===== config.mk =====
export PLATFORM = sky130hd
export DESIGN_NAME = cfm_clock_fail_monitor
export DESIGN_NICKNAME = d
export VERILOG_FILES = /design/src/rtl/cfm_clock_fail_monitor.v
export VERILOG_INCLUDE_DIRS = /design/src /design/src/rtl
export SDC_FILE = /design/constraint.sdc
export NUM_CORES = 1
export LEC_CHECK = 0
export ABC_AREA = 1
export BUFFER_PORTS_ARGS = -buffer_cell sky130_fd_sc_hd__buf_2
export CELL_PAD_IN_SITES_DETAIL_PLACEMENT = 0
export CELL_PAD_IN_SITES_GLOBAL_PLACEMENT = 2
export CORE_ASPECT_RATIO = 0.75
export CORE_MARGIN = 1
export CORE_UTILIZATION = 33
export CTS_CLUSTER_DIAMETER = 200
export DETAILED_ROUTE_END_ITERATION = 8
export PLACE_DENSITY_LB_ADDON = 0.1
export SETUP_SLACK_MARGIN = 0.02
export SLEW_MARGIN = 20
export SYNTH_ARGS = -nofsm -noshare
export SYNTH_HDL_FRONTEND = slang
export SYNTH_SLANG_ARGS = --single-unit

===== constraint.sdc =====
create_clock -name mclk -period 4.05 [get_ports mclk]
set_clock_uncertainty 0.1 [all_clocks]
set_input_delay 0.81 -clock mclk [delete_from_list [all_inputs] [get_ports mclk]]
set_output_delay 0.81 -clock mclk [all_outputs]
set_load 0.01 [all_outputs]

===== src/rtl/cfm_regs.vh =====
// Register map and constants of the clock fail monitor
`ifndef CFM_REGS_VH
`define CFM_REGS_VH

// Register byte offsets
`define CFM_CTRL_OFS 8'h00
`define CFM_EVENT_CONTROL_OFS 8'h04
`define CFM_IRQ_MASK_OFS 8'h08
`define CFM_IRQ_FLAG_OFS 8'h0c
`define CFM_STATUS_OFS 8'h10

// Control register fields
`define CFM_CTRL_OSC_EN 0
`define CFM_CTRL_MON_EN 1
`define CFM_CTRL_RESTORE 2
`define CFM_CTRL_STARTUP_LSB 4
`define CFM_CTRL_STARTUP_MSB 7
`define CFM_CTRL_PRESC_LSB 8
`define CFM_CTRL_PRESC_MSB 9

// Event control field
`define CFM_EV_OUT_EN 0

// Interrupt flag and mask layout
`define CFM_IRQ_FAIL 0
`define CFM_IRQ_READY 1
`define CFM_IRQ_W 2

// Status fields
`define CFM_ST_FAIL 0
`define CFM_ST_SWITCHED 1
`define CFM_ST_READY 2
`define CFM_ST_ACTIVE 3

// Reset values
`define CFM_CTRL_RST 10'h000
`define CFM_CTRL_OSC_EN_RST 1'b0
`define CFM_CTRL_MON_EN_RST 1'b0
`define CFM_CTRL_STARTUP_RST 4'h0
`define CFM_CTRL_PRESC_RST 2'h0
`define CFM_EDGE_IDLE 1'b0
`define CFM_EVENT_CONTROL_RST 1'h0
`define CFM_IRQ_RST 2'h0

// Timing counts
`define CFM_WINDOW_TICKS 2'h3
`define CFM_STARTUP_W 16

`endif


===== src/rtl/cfm_clock_fail_monitor.v =====
// Clock fail monitor with safe clock substitution and APB registers
//
// Notes on behaviour
// - State and configuration are cleared only by power-on reset.
// - With the oscillator enable cleared, nothing is monitored and no failure shown.
// - Monitoring starts when software writes one to the monitor enable bit.
// - After oscillator start or restart, failures are ignored until start-up elapses.
// - Window of four safe clocks needs a rising and a falling edge.
// - A failure sets the clock fail status bit and the interrupt flag.
// - The interrupt request is raised only when its enable bit is set.
// - The failure event is issued only when its output enable is set.
// - Monitoring continues; the fail status follows present clock activity.
// - On failure the safe clock replaces the external clock downstream.
// - Safe clock is internal fast oscillator divided by a selectable prescaler.
// - The substitution sets the clock switched status bit.
// - Switching never disables the external oscillator; software does that.
// - Software may switch back to the external clock after recovery.
// - In sleep, monitoring halts unless a peripheral requests the oscillator.
//
// Chosen here: the address map and the APB slave port.
`timescale 1ns/1ns
`default_nettype none
`include "cfm_regs.vh"

module cfm_clock_fail_monitor (
  // Clock, power-on reset, clock enable
  input wire mclk,
  input wire reset_n,
  input wire clk_en,
  // APB slave
  input wire psel,
  input wire penable,
  input wire pwrite,
  input wire [7:0] paddr,
  input wire [31:0] pwdata,
  output wire pready,
  output reg [31:0] prdata,
  output reg pslverr,
  // Oscillator clocks, sampled in mclk
  input wire ext_osc_clk,
  input wire internal_fast_osc_clk,
  // Sleep control
  input wire sleep_mode,
  input wire ext_osc_request,
  // Oscillator control and clock outputs
  output reg ext_osc_enable,
  output reg safe_clk,
  output reg clk_out,
  output reg clk_select_safe,
  // Event and interrupt
  output reg fail_event,
  output wire irq
);

  // Software state
  reg osc_en_bit;
  reg fail_monitor_enable;
  reg [3:0] startup_sel;
  reg [1:0] presc_sel;
  reg fail_event_output_enable;
  reg [`CFM_IRQ_W-1:0] irq_mask;
  reg [`CFM_IRQ_W-1:0] irq_flag;

  // Monitor state
  reg clock_fail_flag;
  reg clock_switched_flag;
  reg osc_ready;
  wire ext_q;
  reg [7:0] presc_cnt;
  reg [1:0] win_cnt;
  reg rise_seen;
  reg fall_seen;
  reg [`CFM_STARTUP_W-1:0] startup_cnt;

  // Bus decode
  wire setup_ph;
  wire access_ph;
  wire wr_acc;
  wire rd_acc;
  wire hit_ctrl;
  wire hit_ev;
  wire hit_mask;
  wire hit_flag;
  wire hit_status;
  wire mapped;

  assign setup_ph = psel & ~penable;
  assign access_ph = psel & penable;
  assign pready = access_ph;
  assign wr_acc = access_ph & pwrite & clk_en;
  assign rd_acc = access_ph & ~pwrite & clk_en;
  assign hit_ctrl = (paddr == `CFM_CTRL_OFS);
  assign hit_ev = (paddr == `CFM_EVENT_CONTROL_OFS);
  assign hit_mask = (paddr == `CFM_IRQ_MASK_OFS);
  assign hit_flag = (paddr == `CFM_IRQ_FLAG_OFS);
  assign hit_status = (paddr == `CFM_STATUS_OFS);
  assign mapped = hit_ctrl | hit_ev | hit_mask | hit_flag | hit_status;

  // Monitor gating
  wire awake;
  wire mon_active;
  wire int_rise;
  wire ext_rise;
  wire ext_fall;
  wire presc_wrap;
  wire safe_tick;
  wire win_end;
  wire [`CFM_STARTUP_W-1:0] startup_len;
  wire startup_done;
  wire fail_now;
  wire new_fail;
  wire ready_evt;
  wire restore_req;
  wire [7:0] presc_len;

  assign awake = ~sleep_mode | ext_osc_request;
  assign mon_active = osc_en_bit & fail_monitor_enable & awake & osc_ready;

  // Edge strobes of the sampled oscillator pins
  cfm_edge_detect #(
    .IDLE_LEVEL(`CFM_EDGE_IDLE)
  ) ext_edge_inst (
    .mclk(mclk),
    .reset_n(reset_n),
    .clk_en(clk_en),
    .pin(ext_osc_clk),
    .pin_q(ext_q),
    .rise(ext_rise),
    .fall(ext_fall)
  );

  cfm_edge_detect #(
    .IDLE_LEVEL(`CFM_EDGE_IDLE)
  ) int_edge_inst (
    .mclk(mclk),
    .reset_n(reset_n),
    .clk_en(clk_en),
    .pin(internal_fast_osc_clk),
    .pin_q(),
    .rise(int_rise),
    .fall()
  );

  // Prescaler length: half period of safe clock in oscillator edges
  assign presc_len = 8'h01 << presc_sel;
  assign presc_wrap = int_rise & (presc_cnt >= presc_len - 8'h01);
  assign safe_tick = presc_wrap & ~safe_clk;
  assign win_end = safe_tick & (win_cnt == `CFM_WINDOW_TICKS);

  assign startup_len = {{(`CFM_STARTUP_W-1){1'b0}}, 1'b1} << startup_sel;
  assign startup_done = (startup_cnt >= startup_len);

  // Edge seen in the final cycle of a window counts too
  assign fail_now = ~((rise_seen | ext_rise) & (fall_seen | ext_fall));
  assign new_fail = mon_active & win_end & fail_now & ~clock_fail_flag;
  assign ready_evt = osc_en_bit & startup_done & ~osc_ready;
  assign restore_req = wr_acc & hit_ctrl & pwdata[`CFM_CTRL_RESTORE];

  assign irq = |(irq_flag & irq_mask);

  // Read data and error, latched in the setup phase
  always @(posedge mclk or negedge reset_n) begin
    if (!reset_n) begin
      prdata <= 32'h0000_0000;
      pslverr <= 1'b0;
    end else if (clk_en && setup_ph) begin
      pslverr <= ~mapped;
      prdata <= 32'h0000_0000;
      if (!pwrite) begin
        if (hit_ctrl) begin
          prdata[`CFM_CTRL_OSC_EN] <= osc_en_bit;
          prdata[`CFM_CTRL_MON_EN] <= fail_monitor_enable;
          prdata[`CFM_CTRL_STARTUP_MSB:`CFM_CTRL_STARTUP_LSB] <= startup_sel;
          prdata[`CFM_CTRL_PRESC_MSB:`CFM_CTRL_PRESC_LSB] <= presc_sel;
        end
        if (hit_ev) begin
          prdata[`CFM_EV_OUT_EN] <= fail_event_output_enable;
        end
        if (hit_mask) begin
          prdata[`CFM_IRQ_W-1:0] <= irq_mask;
        end
        if (hit_flag) begin
          prdata[`CFM_IRQ_W-1:0] <= irq_flag;
        end
        if (hit_status) begin
          prdata[`CFM_ST_FAIL] <= clock_fail_flag;
          prdata[`CFM_ST_SWITCHED] <= clock_switched_flag;
          prdata[`CFM_ST_READY] <= osc_ready;
          prdata[`CFM_ST_ACTIVE] <= mon_active;
        end
      end
    end
  end

  // Configuration registers, cleared by power-on reset only
  always @(posedge mclk or negedge reset_n) begin
    if (!reset_n) begin
      osc_en_bit <= `CFM_CTRL_OSC_EN_RST;
      fail_monitor_enable <= `CFM_CTRL_MON_EN_RST;
      startup_sel <= `CFM_CTRL_STARTUP_RST;
      presc_sel <= `CFM_CTRL_PRESC_RST;
      fail_event_output_enable <= `CFM_EVENT_CONTROL_RST;
      irq_mask <= `CFM_IRQ_RST;
    end else if (wr_acc) begin
      if (hit_ctrl) begin
        osc_en_bit <= pwdata[`CFM_CTRL_OSC_EN];
        fail_monitor_enable <= pwdata[`CFM_CTRL_MON_EN];
        startup_sel <= pwdata[`CFM_CTRL_STARTUP_MSB:`CFM_CTRL_STARTUP_LSB];
        presc_sel <= pwdata[`CFM_CTRL_PRESC_MSB:`CFM_CTRL_PRESC_LSB];
      end
      if (hit_ev) begin
        fail_event_output_enable <= pwdata[`CFM_EV_OUT_EN];
      end
      if (hit_mask) begin
        irq_mask <= pwdata[`CFM_IRQ_W-1:0];
      end
    end
  end

  // Oscillator enable follows software and sleep gating, never the monitor
  always @(posedge mclk or negedge reset_n) begin
    if (!reset_n) begin
      ext_osc_enable <= 1'b0;
    end else if (clk_en) begin
      ext_osc_enable <= osc_en_bit & awake;
    end
  end

  // Interrupt flags: set wins over read clear and write-one clear
  reg [`CFM_IRQ_W-1:0] next_irq_flag;
  always @* begin
    next_irq_flag = irq_flag;
    if (rd_acc && hit_flag) begin
      next_irq_flag = next_irq_flag & ~prdata[`CFM_IRQ_W-1:0];
    end
    if (wr_acc && hit_flag) begin
      next_irq_flag = next_irq_flag & ~pwdata[`CFM_IRQ_W-1:0];
    end
    if (new_fail) begin
      next_irq_flag[`CFM_IRQ_FAIL] = 1'b1;
    end
    if (ready_evt) begin
      next_irq_flag[`CFM_IRQ_READY] = 1'b1;
    end
  end

  always @(posedge mclk or negedge reset_n) begin
    if (!reset_n) begin
      irq_flag <= `CFM_IRQ_RST;
    end else if (clk_en) begin
      irq_flag <= next_irq_flag;
    end
  end

  // Safe clock prescaler
  always @(posedge mclk or negedge reset_n) begin
    if (!reset_n) begin
      presc_cnt <= 8'h00;
      safe_clk <= 1'b0;
    end else if (clk_en) begin
      if (presc_wrap) begin
        presc_cnt <= 8'h00;
        safe_clk <= ~safe_clk;
      end else if (int_rise) begin
        presc_cnt <= presc_cnt + 8'h01;
      end
    end
  end

  // Start-up wait after each oscillator start or restart
  always @(posedge mclk or negedge reset_n) begin
    if (!reset_n) begin
      startup_cnt <= {`CFM_STARTUP_W{1'b0}};
      osc_ready <= 1'b0;
    end else if (clk_en) begin
      if (!osc_en_bit || !awake) begin
        startup_cnt <= {`CFM_STARTUP_W{1'b0}};
        osc_ready <= 1'b0;
      end else if (!startup_done) begin
        startup_cnt <= startup_cnt + {{(`CFM_STARTUP_W-1){1'b0}}, 1'b1};
      end else begin
        osc_ready <= 1'b1;
      end
    end
  end

  // Monitor window over four safe clock periods
  always @(posedge mclk or negedge reset_n) begin
    if (!reset_n) begin
      win_cnt <= 2'h0;
      rise_seen <= 1'b0;
      fall_seen <= 1'b0;
      clock_fail_flag <= 1'b0;
    end else if (clk_en) begin
      if (!mon_active) begin
        win_cnt <= 2'h0;
        rise_seen <= 1'b0;
        fall_seen <= 1'b0;
        clock_fail_flag <= 1'b0;
      end else if (win_end) begin
        win_cnt <= 2'h0;
        rise_seen <= 1'b0;
        fall_seen <= 1'b0;
        clock_fail_flag <= fail_now;
      end else begin
        if (safe_tick) begin
          win_cnt <= win_cnt + 2'h1;
        end
        if (ext_rise) begin
          rise_seen <= 1'b1;
        end
        if (ext_fall) begin
          fall_seen <= 1'b1;
        end
      end
    end
  end

  // Clock switch: set by failure, cleared by software after recovery
  always @(posedge mclk or negedge reset_n) begin
    if (!reset_n) begin
      clock_switched_flag <= 1'b0;
    end else if (clk_en) begin
      if (new_fail) begin
        clock_switched_flag <= 1'b1;
      end else if (restore_req && !clock_fail_flag) begin
        clock_switched_flag <= 1'b0;
      end
    end
  end

  // Failure event and downstream clock
  always @(posedge mclk or negedge reset_n) begin
    if (!reset_n) begin
      fail_event <= 1'b0;
      clk_out <= 1'b0;
      clk_select_safe <= 1'b0;
    end else if (clk_en) begin
      fail_event <= new_fail & fail_event_output_enable;
      clk_select_safe <= clock_switched_flag;
      clk_out <= clock_switched_flag ? safe_clk : ext_q;
    end else begin
      fail_event <= 1'b0;
    end
  end

endmodule

// Registered copy of a sampled pin with its edge strobes
module cfm_edge_detect #(
  parameter IDLE_LEVEL = `CFM_EDGE_IDLE
) (
  // Clock, reset, clock enable
  input wire mclk,
  input wire reset_n,
  input wire clk_en,
  // Pin and its edge strobes
  input wire pin,
  output reg pin_q,
  output wire rise,
  output wire fall
);

  assign rise = pin & ~pin_q;
  assign fall = ~pin & pin_q;

  always @(posedge mclk or negedge reset_n) begin
    if (!reset_n) begin
      pin_q <= IDLE_LEVEL;
    end else if (clk_en) begin
      pin_q <= pin;
    end
  end

endmodule
`default_nettype wire


== Word-level counts from Yosys, hierarchy flattened ==
Index checks and enable logic that the tools add are counted.
Storage, ports and cells
  flip-flop bits (word level): 62
  latch bits: 0
  RAM bits: 0
  memory bits (read-only): 0
  input port bits: 50
  output and inout port bits: 40
  logic and storage cells: 147
  memories: 0
Cells by class
  add/subtract/negate cells: 4
  $mul: 0
  divide/modulo/power cells: 0
  $lt $le $gt $ge: 2
  equality and inequality tests: 10
  shift operators: 2
  mux-type cells: 32
  bitwise logic cells: 48
  reduce and logical (&&, ||, !) cells: 25
Operators by type and width (count)
  $mux W16: 2
  $and A1 B1 Y1: 25
  $reduce_and A2 Y1: 12
  $mux W1: 17
  $add A16 B1 Y16 const B: 1
  $eq A8 B4 Y1 const B: 2
  $ge A16 B16 Y1: 1
  $mux W2: 8
  $mux W8: 2
  $shl A1 B4 Y16 const A: 1
  $not A1 Y1: 11
  $mux W10: 1
  $ne A3 B1 Y1 const B: 3
  $add A8 B1 Y8 const B: 1
  $eq A8 B3 Y1 const B: 1
  $eq A8 B5 Y1 const B: 1
  $ge A8 B8 Y1: 1
  $logic_not A8 Y1: 1
  $shl A1 B2 Y8 const A: 1
  $sub A8 B1 Y8 const B: 1
  $or A1 B1 Y1: 7
  $and A2 B2 Y2: 3
  $mux W6: 1
  $reduce_bool A2 Y1: 3
  9 further kinds: 16

== Logic depth before layout (Yosys ltp) ==
  depth after elaboration: 11
  gate-level depth with buffers: 16
  gate-level depth less buffers: 14

== Cells and area by module ==
A second synthesis with hierarchy kept.
Second synthesis, totals
  cells, all modules: 520
  area total of the unflattened synthesis: 3995.1 µm²
By module, submodules not included
  cfm_clock_fail_monitor: times used 1, cells each 502, area an instance 3885.0 µm², seq. area each 1501.4 µm²
  cfm_edge_detect: times used 2, cells each 9, area an instance 55.1 µm², seq. area each 25.0 µm²

== Least setup slack after synthesis ==
Ideal clock, no wire load.
  kind: flip-flop to flip-flop
  from: register startup_sel[2]
  to: register startup_cnt[7]
  setup time: 117 ps
  data arrival time: 1823 ps
  required time: 3833 ps
  path slack: 2010 ps
  stages on the path, launching flop included: 15
  path buffers: 2
  clock period less this slack: 2040 ps
  cells stage by stage: dfrtp_1 clkbuf_1 nand4_1 ha_1 nand2_1 inv_1 nand2_1 nand2_1 nor2_1 nand2_1 nand2_2 nand3_4 buf_4 nand3_1 nand2_1
Between the ends
  cells in the longest elaborated chain, start to end: 4
Ends and longest elaborated chain
  start: declaration: line cfm_clock_fail_monitor.v:58  | reg [3:0] startup_sel;
  start signal: assignment: line cfm_clock_fail_monitor.v:200  | startup_sel <= `CFM_CTRL_STARTUP_RST;
  start signal: assignment: line cfm_clock_fail_monitor.v:208  | startup_sel <= pwdata[`CFM_CTRL_STARTUP_MSB:`CFM_CTRL_STARTUP_LSB];
  $shl A1 B4 Y16: line cfm_clock_fail_monitor.v:150  | assign startup_len = {{(`CFM_STARTUP_W-1){1'b0}}, 1'b1} << startup_sel;
  $ge A16 B16 Y1: line cfm_clock_fail_monitor.v:151  | assign startup_done = (startup_cnt >= startup_len);
  $ne A2 B1 Y1 (no line)
  $reduce_and A2 Y1 (no line)
  end signal: assignment: line cfm_clock_fail_monitor.v:273  | startup_cnt <= {`CFM_STARTUP_W{1'b0}};
  end signal: assignment: line cfm_clock_fail_monitor.v:277  | startup_cnt <= {`CFM_STARTUP_W{1'b0}};
  end signal: assignment: line cfm_clock_fail_monitor.v:280  | startup_cnt <= startup_cnt + {{(`CFM_STARTUP_W-1){1'b0}}, 1'b1};
  end: declaration: line cfm_clock_fail_monitor.v:73  | reg [`CFM_STARTUP_W-1:0] startup_cnt;
Every way passes these cells.
A chain may end at the register's enable or synchronous reset.

== Final worst setup path ==
  from: register startup_sel[1]
  to: register startup_cnt[5]
Same word-level chain as after synthesis.

==> summary.txt <==
Status
  • Status: complete, no violations

Worst setup path
  • R2r endpoint: startup_cnt[5]$_DFFE_PN0P_
  • Critical path class: reg2reg
  • CP Max Fanout: 17
  • Reg2reg setup slack: 1.52 ns
  • Crit path arrival time: 2.70 ns
  • Worst-case reg-to-reg path depth: 12
  • Worst Setup End Kind: flip-flop
  • CP Launch Type: flip-flop
  • R2R Path Start: startup_sel[1]$_DFFE_PN0P_
  • Critical path required time: 4.22 ns

Clocking
  • CTS Buffer Depth: 2
  • TritonCTS buffer count: 9
  • Depth of the CTS H-tree: 3
  • CTS tree: built
  • Sinks on Clock Net: 62
  • Root Driver: clkbuf_16
  • Clk pin slew, worst setup/hold paths: 0.06 ns
  • Post-CTS setup buffers: 0
  • Resize count post-CTS: 0
  • Worst skew pair latency: 0.33 ns
  • Hold buffers post-CTS: 0

STA
  • Slew HR: 0.6276
  • WHS: 0.3409 ns
  • Highest Clock Rate: 395.2 MHz
  • Hold violation total from the final report: 0
  • Worst-Margin Slew: 0.5586 ns
  • Setup ws final: 1.520 ns
  • TNS Setup: 0 ns
  • Slew Limit Fails: 0
  • Final setup viols: 0
  • Period minus WS final: 2.530 ns
  • Period utilization: 0.6248
  • RSZ-0062 raised after global routing: false

Power and ir drop
  • Peak VDD IR: 0.0002050 V
  • LEAKAGE: 2.409 nW
  • Total power: 1.715 mW
  • Pwr Density: 371.8 nW/µm²

Placement
  • Setup slack after placement: 1.491 ns
  • Post-DP HPWL: 7694 µm
  • Gp weighted congestion: 0.7470
  • PortBufs: 44

Finish
  • Util after Layout: 0.3942
  • Antenna Cells: 0
  • Share of cells above drive strength 1: 0.1496
  • Net count, final: 643
  • Commonest cells after routing, fill and taps aside: nand2_1 (135), dfrtp_1 (62), inv_1 (54)
  • Most common cell after layout, fill and taps aside: nand2_1
  • Layout area overhead: 14.94%

Synth
  • Avg Cell Area, Syn: 7.614 µm²
  • Top-area cell type share of the netlist area: 0.3867
  • Syn. warnings: 0
  • Seq cells post-synth: 62
  • Yosys cell types: 35
  • Largest area contributor in the netlist: dfrtp_1
  • Syn Std Cell Area: 4013 µm²
  • Synthesized netlist cell count: 527
  • Async SR Flop Fraction: 1.000
  • Ys flop type: dfrtp_1
  • Synth top area cells: dfrtp_1 (39%), nand2_1 (13%), ha_1 (7.2%)
  • Sequential-to-total area share from yosys stat: 0.3867
  • Post-synth EDFFs: 0

Flow run
  • Max-cap viol count: 0

Die
  • Die width: 129.3 µm
  • I/O pin count: 90
  • Die area: 12610 µm²
  • Initial core utilization: 0.3430
  • Die Ht: 97.50 µm
  • Core Region: 11700 µm²
  • Cell row count: 34

Routing
  • Initial DRC count: 173
  • Via count: 3425
  • DRC: 0
  • Vias per cell: 4.647
  • Total iterations of the first detailed-routing run: 4
  • Antenna Violating Nets Remaining: 0
  • Final Routed Wirelength: 10130 µm
  • Routed len/inst: 13.74 µm

Hold path
  • HP Class: in2async

GRT
  • Pin count of the biggest net entering global routing: 43
  • Total GRT Usage: 0.1742
  • First-pass GRT wire length: 16930 µm
  • Initial antenna violation count: 0
  • GR Overflow Total: 0
  • Vias in the first global route: 3329
[metrics by stage]
stage,instances,area (µm²)
6_report,737,4612
3_3_place_gp,721,4288
3_5_place_dp,721,4288
4_1_cts,737,4612
2_1_floorplan,548,4091
5_1_grt,737,4612
[layout make-up]
| class | instances | area, µm² |
|---|---|---|
| clock inverter | 7 | 98.84 |
| tap | 162 | 202.7 |
| multi-input combinational | 392 | 2081 |
| fill | 1288 | 7087 |
| sequential | 62 | 1551 |
| timing repair buffer | 45 | 227.7 |
| clock buffer | 9 | 225.2 |
| inverter | 60 | 225.2 |
[kinds of logic (layout without fill, tap and decap cells)]
kind of cell               count (synthesis)  after routing  share of synthesized area
and+or+nand+nor                          280            280                     0.3221
buffers and inverters                     94            121                     0.1144
other                                      2             23                   0.001872
AOI/OAI and AO/OA                         56             56                    0.08139
adders and majority gates                 23             23                    0.07172
xor gates and xnor gates                  10             10                    0.02183
DFF                                       62             62                     0.3867
[how the worst max path moves through the flow]
| stage | startpoint | to | depth (start not counted) |
|---|---|---|---|
| CTS | startup_sel[1]$_DFFE_PN0P_ | startup_cnt[4]$_DFFE_PN0P_ | 14 |
| global route | startup_sel[1]$_DFFE_PN0P_ | startup_cnt[2]$_DFFE_PN0P_ | 14 |
| floorplan | startup_sel[2]$_DFFE_PN0P_ | startup_cnt[7]$_DFFE_PN0P_ | 14 |
| global placement | startup_sel[1]$_DFFE_PN0P_ | startup_cnt[5]$_DFFE_PN0P_ | 14 |
| detailed placement | startup_sel[1]$_DFFE_PN0P_ | startup_cnt[4]$_DFFE_PN0P_ | 14 |
| finish | startup_sel[1]$_DFFE_PN0P_ | startup_cnt[5]$_DFFE_PN0P_ | 12 |
[per-layer routing]
metal  part of all wire  wire (µm)  up-vias  global-route usage
met2               0.40       4096       64              0.2527
met4             0.0090         91        0             0.04344
met5                  0          0        -                   0
li1                   -          -     1772                   -
met3              0.034        345        8             0.03524
met1               0.55       5593     1581              0.2602
[worst max-delay path, cell delays in order (launching register included)]
cell and delay (ns):
dfrtp_1 0.50, inv_1 0.25, nand4_1 0.19, ha_1 0.34, nand2_1 0.07, nand2_1 0.05, nand2_1 0.05, a21oi_1 0.07
nor2_2 0.18, nand3_4 0.25, nand2_4 0.27, nand2_1 0.08, nand2_1 0.06
[sequential cells by signal, indices dropped and copies added (netlist names), 2 cells and up]
name         flops
win_cnt          2
presc_sel        2
startup_cnt     16
irq_flag         2
irq_mask         2
prdata          10
startup_sel      4
presc_cnt        8
[cell usage after synthesis (all sizes together) (2+ instances only)]
cell type  count
ha            23
o21bai         3
o21ai         23
conb           2
nor2          59
xor2          10
buf           27
nor3           3
inv           60
nand4         27
dfrtp         62
a21oi         21
nand2        140
clkbuf         7
a32o           6
nand3         47
[power by group]
part	switching (mW)	internal, mW
Clock	0.295	0.540
Sequential	0.0304	0.653
Combinational	0.133	0.0632
(Power assumes the default switching activity.)
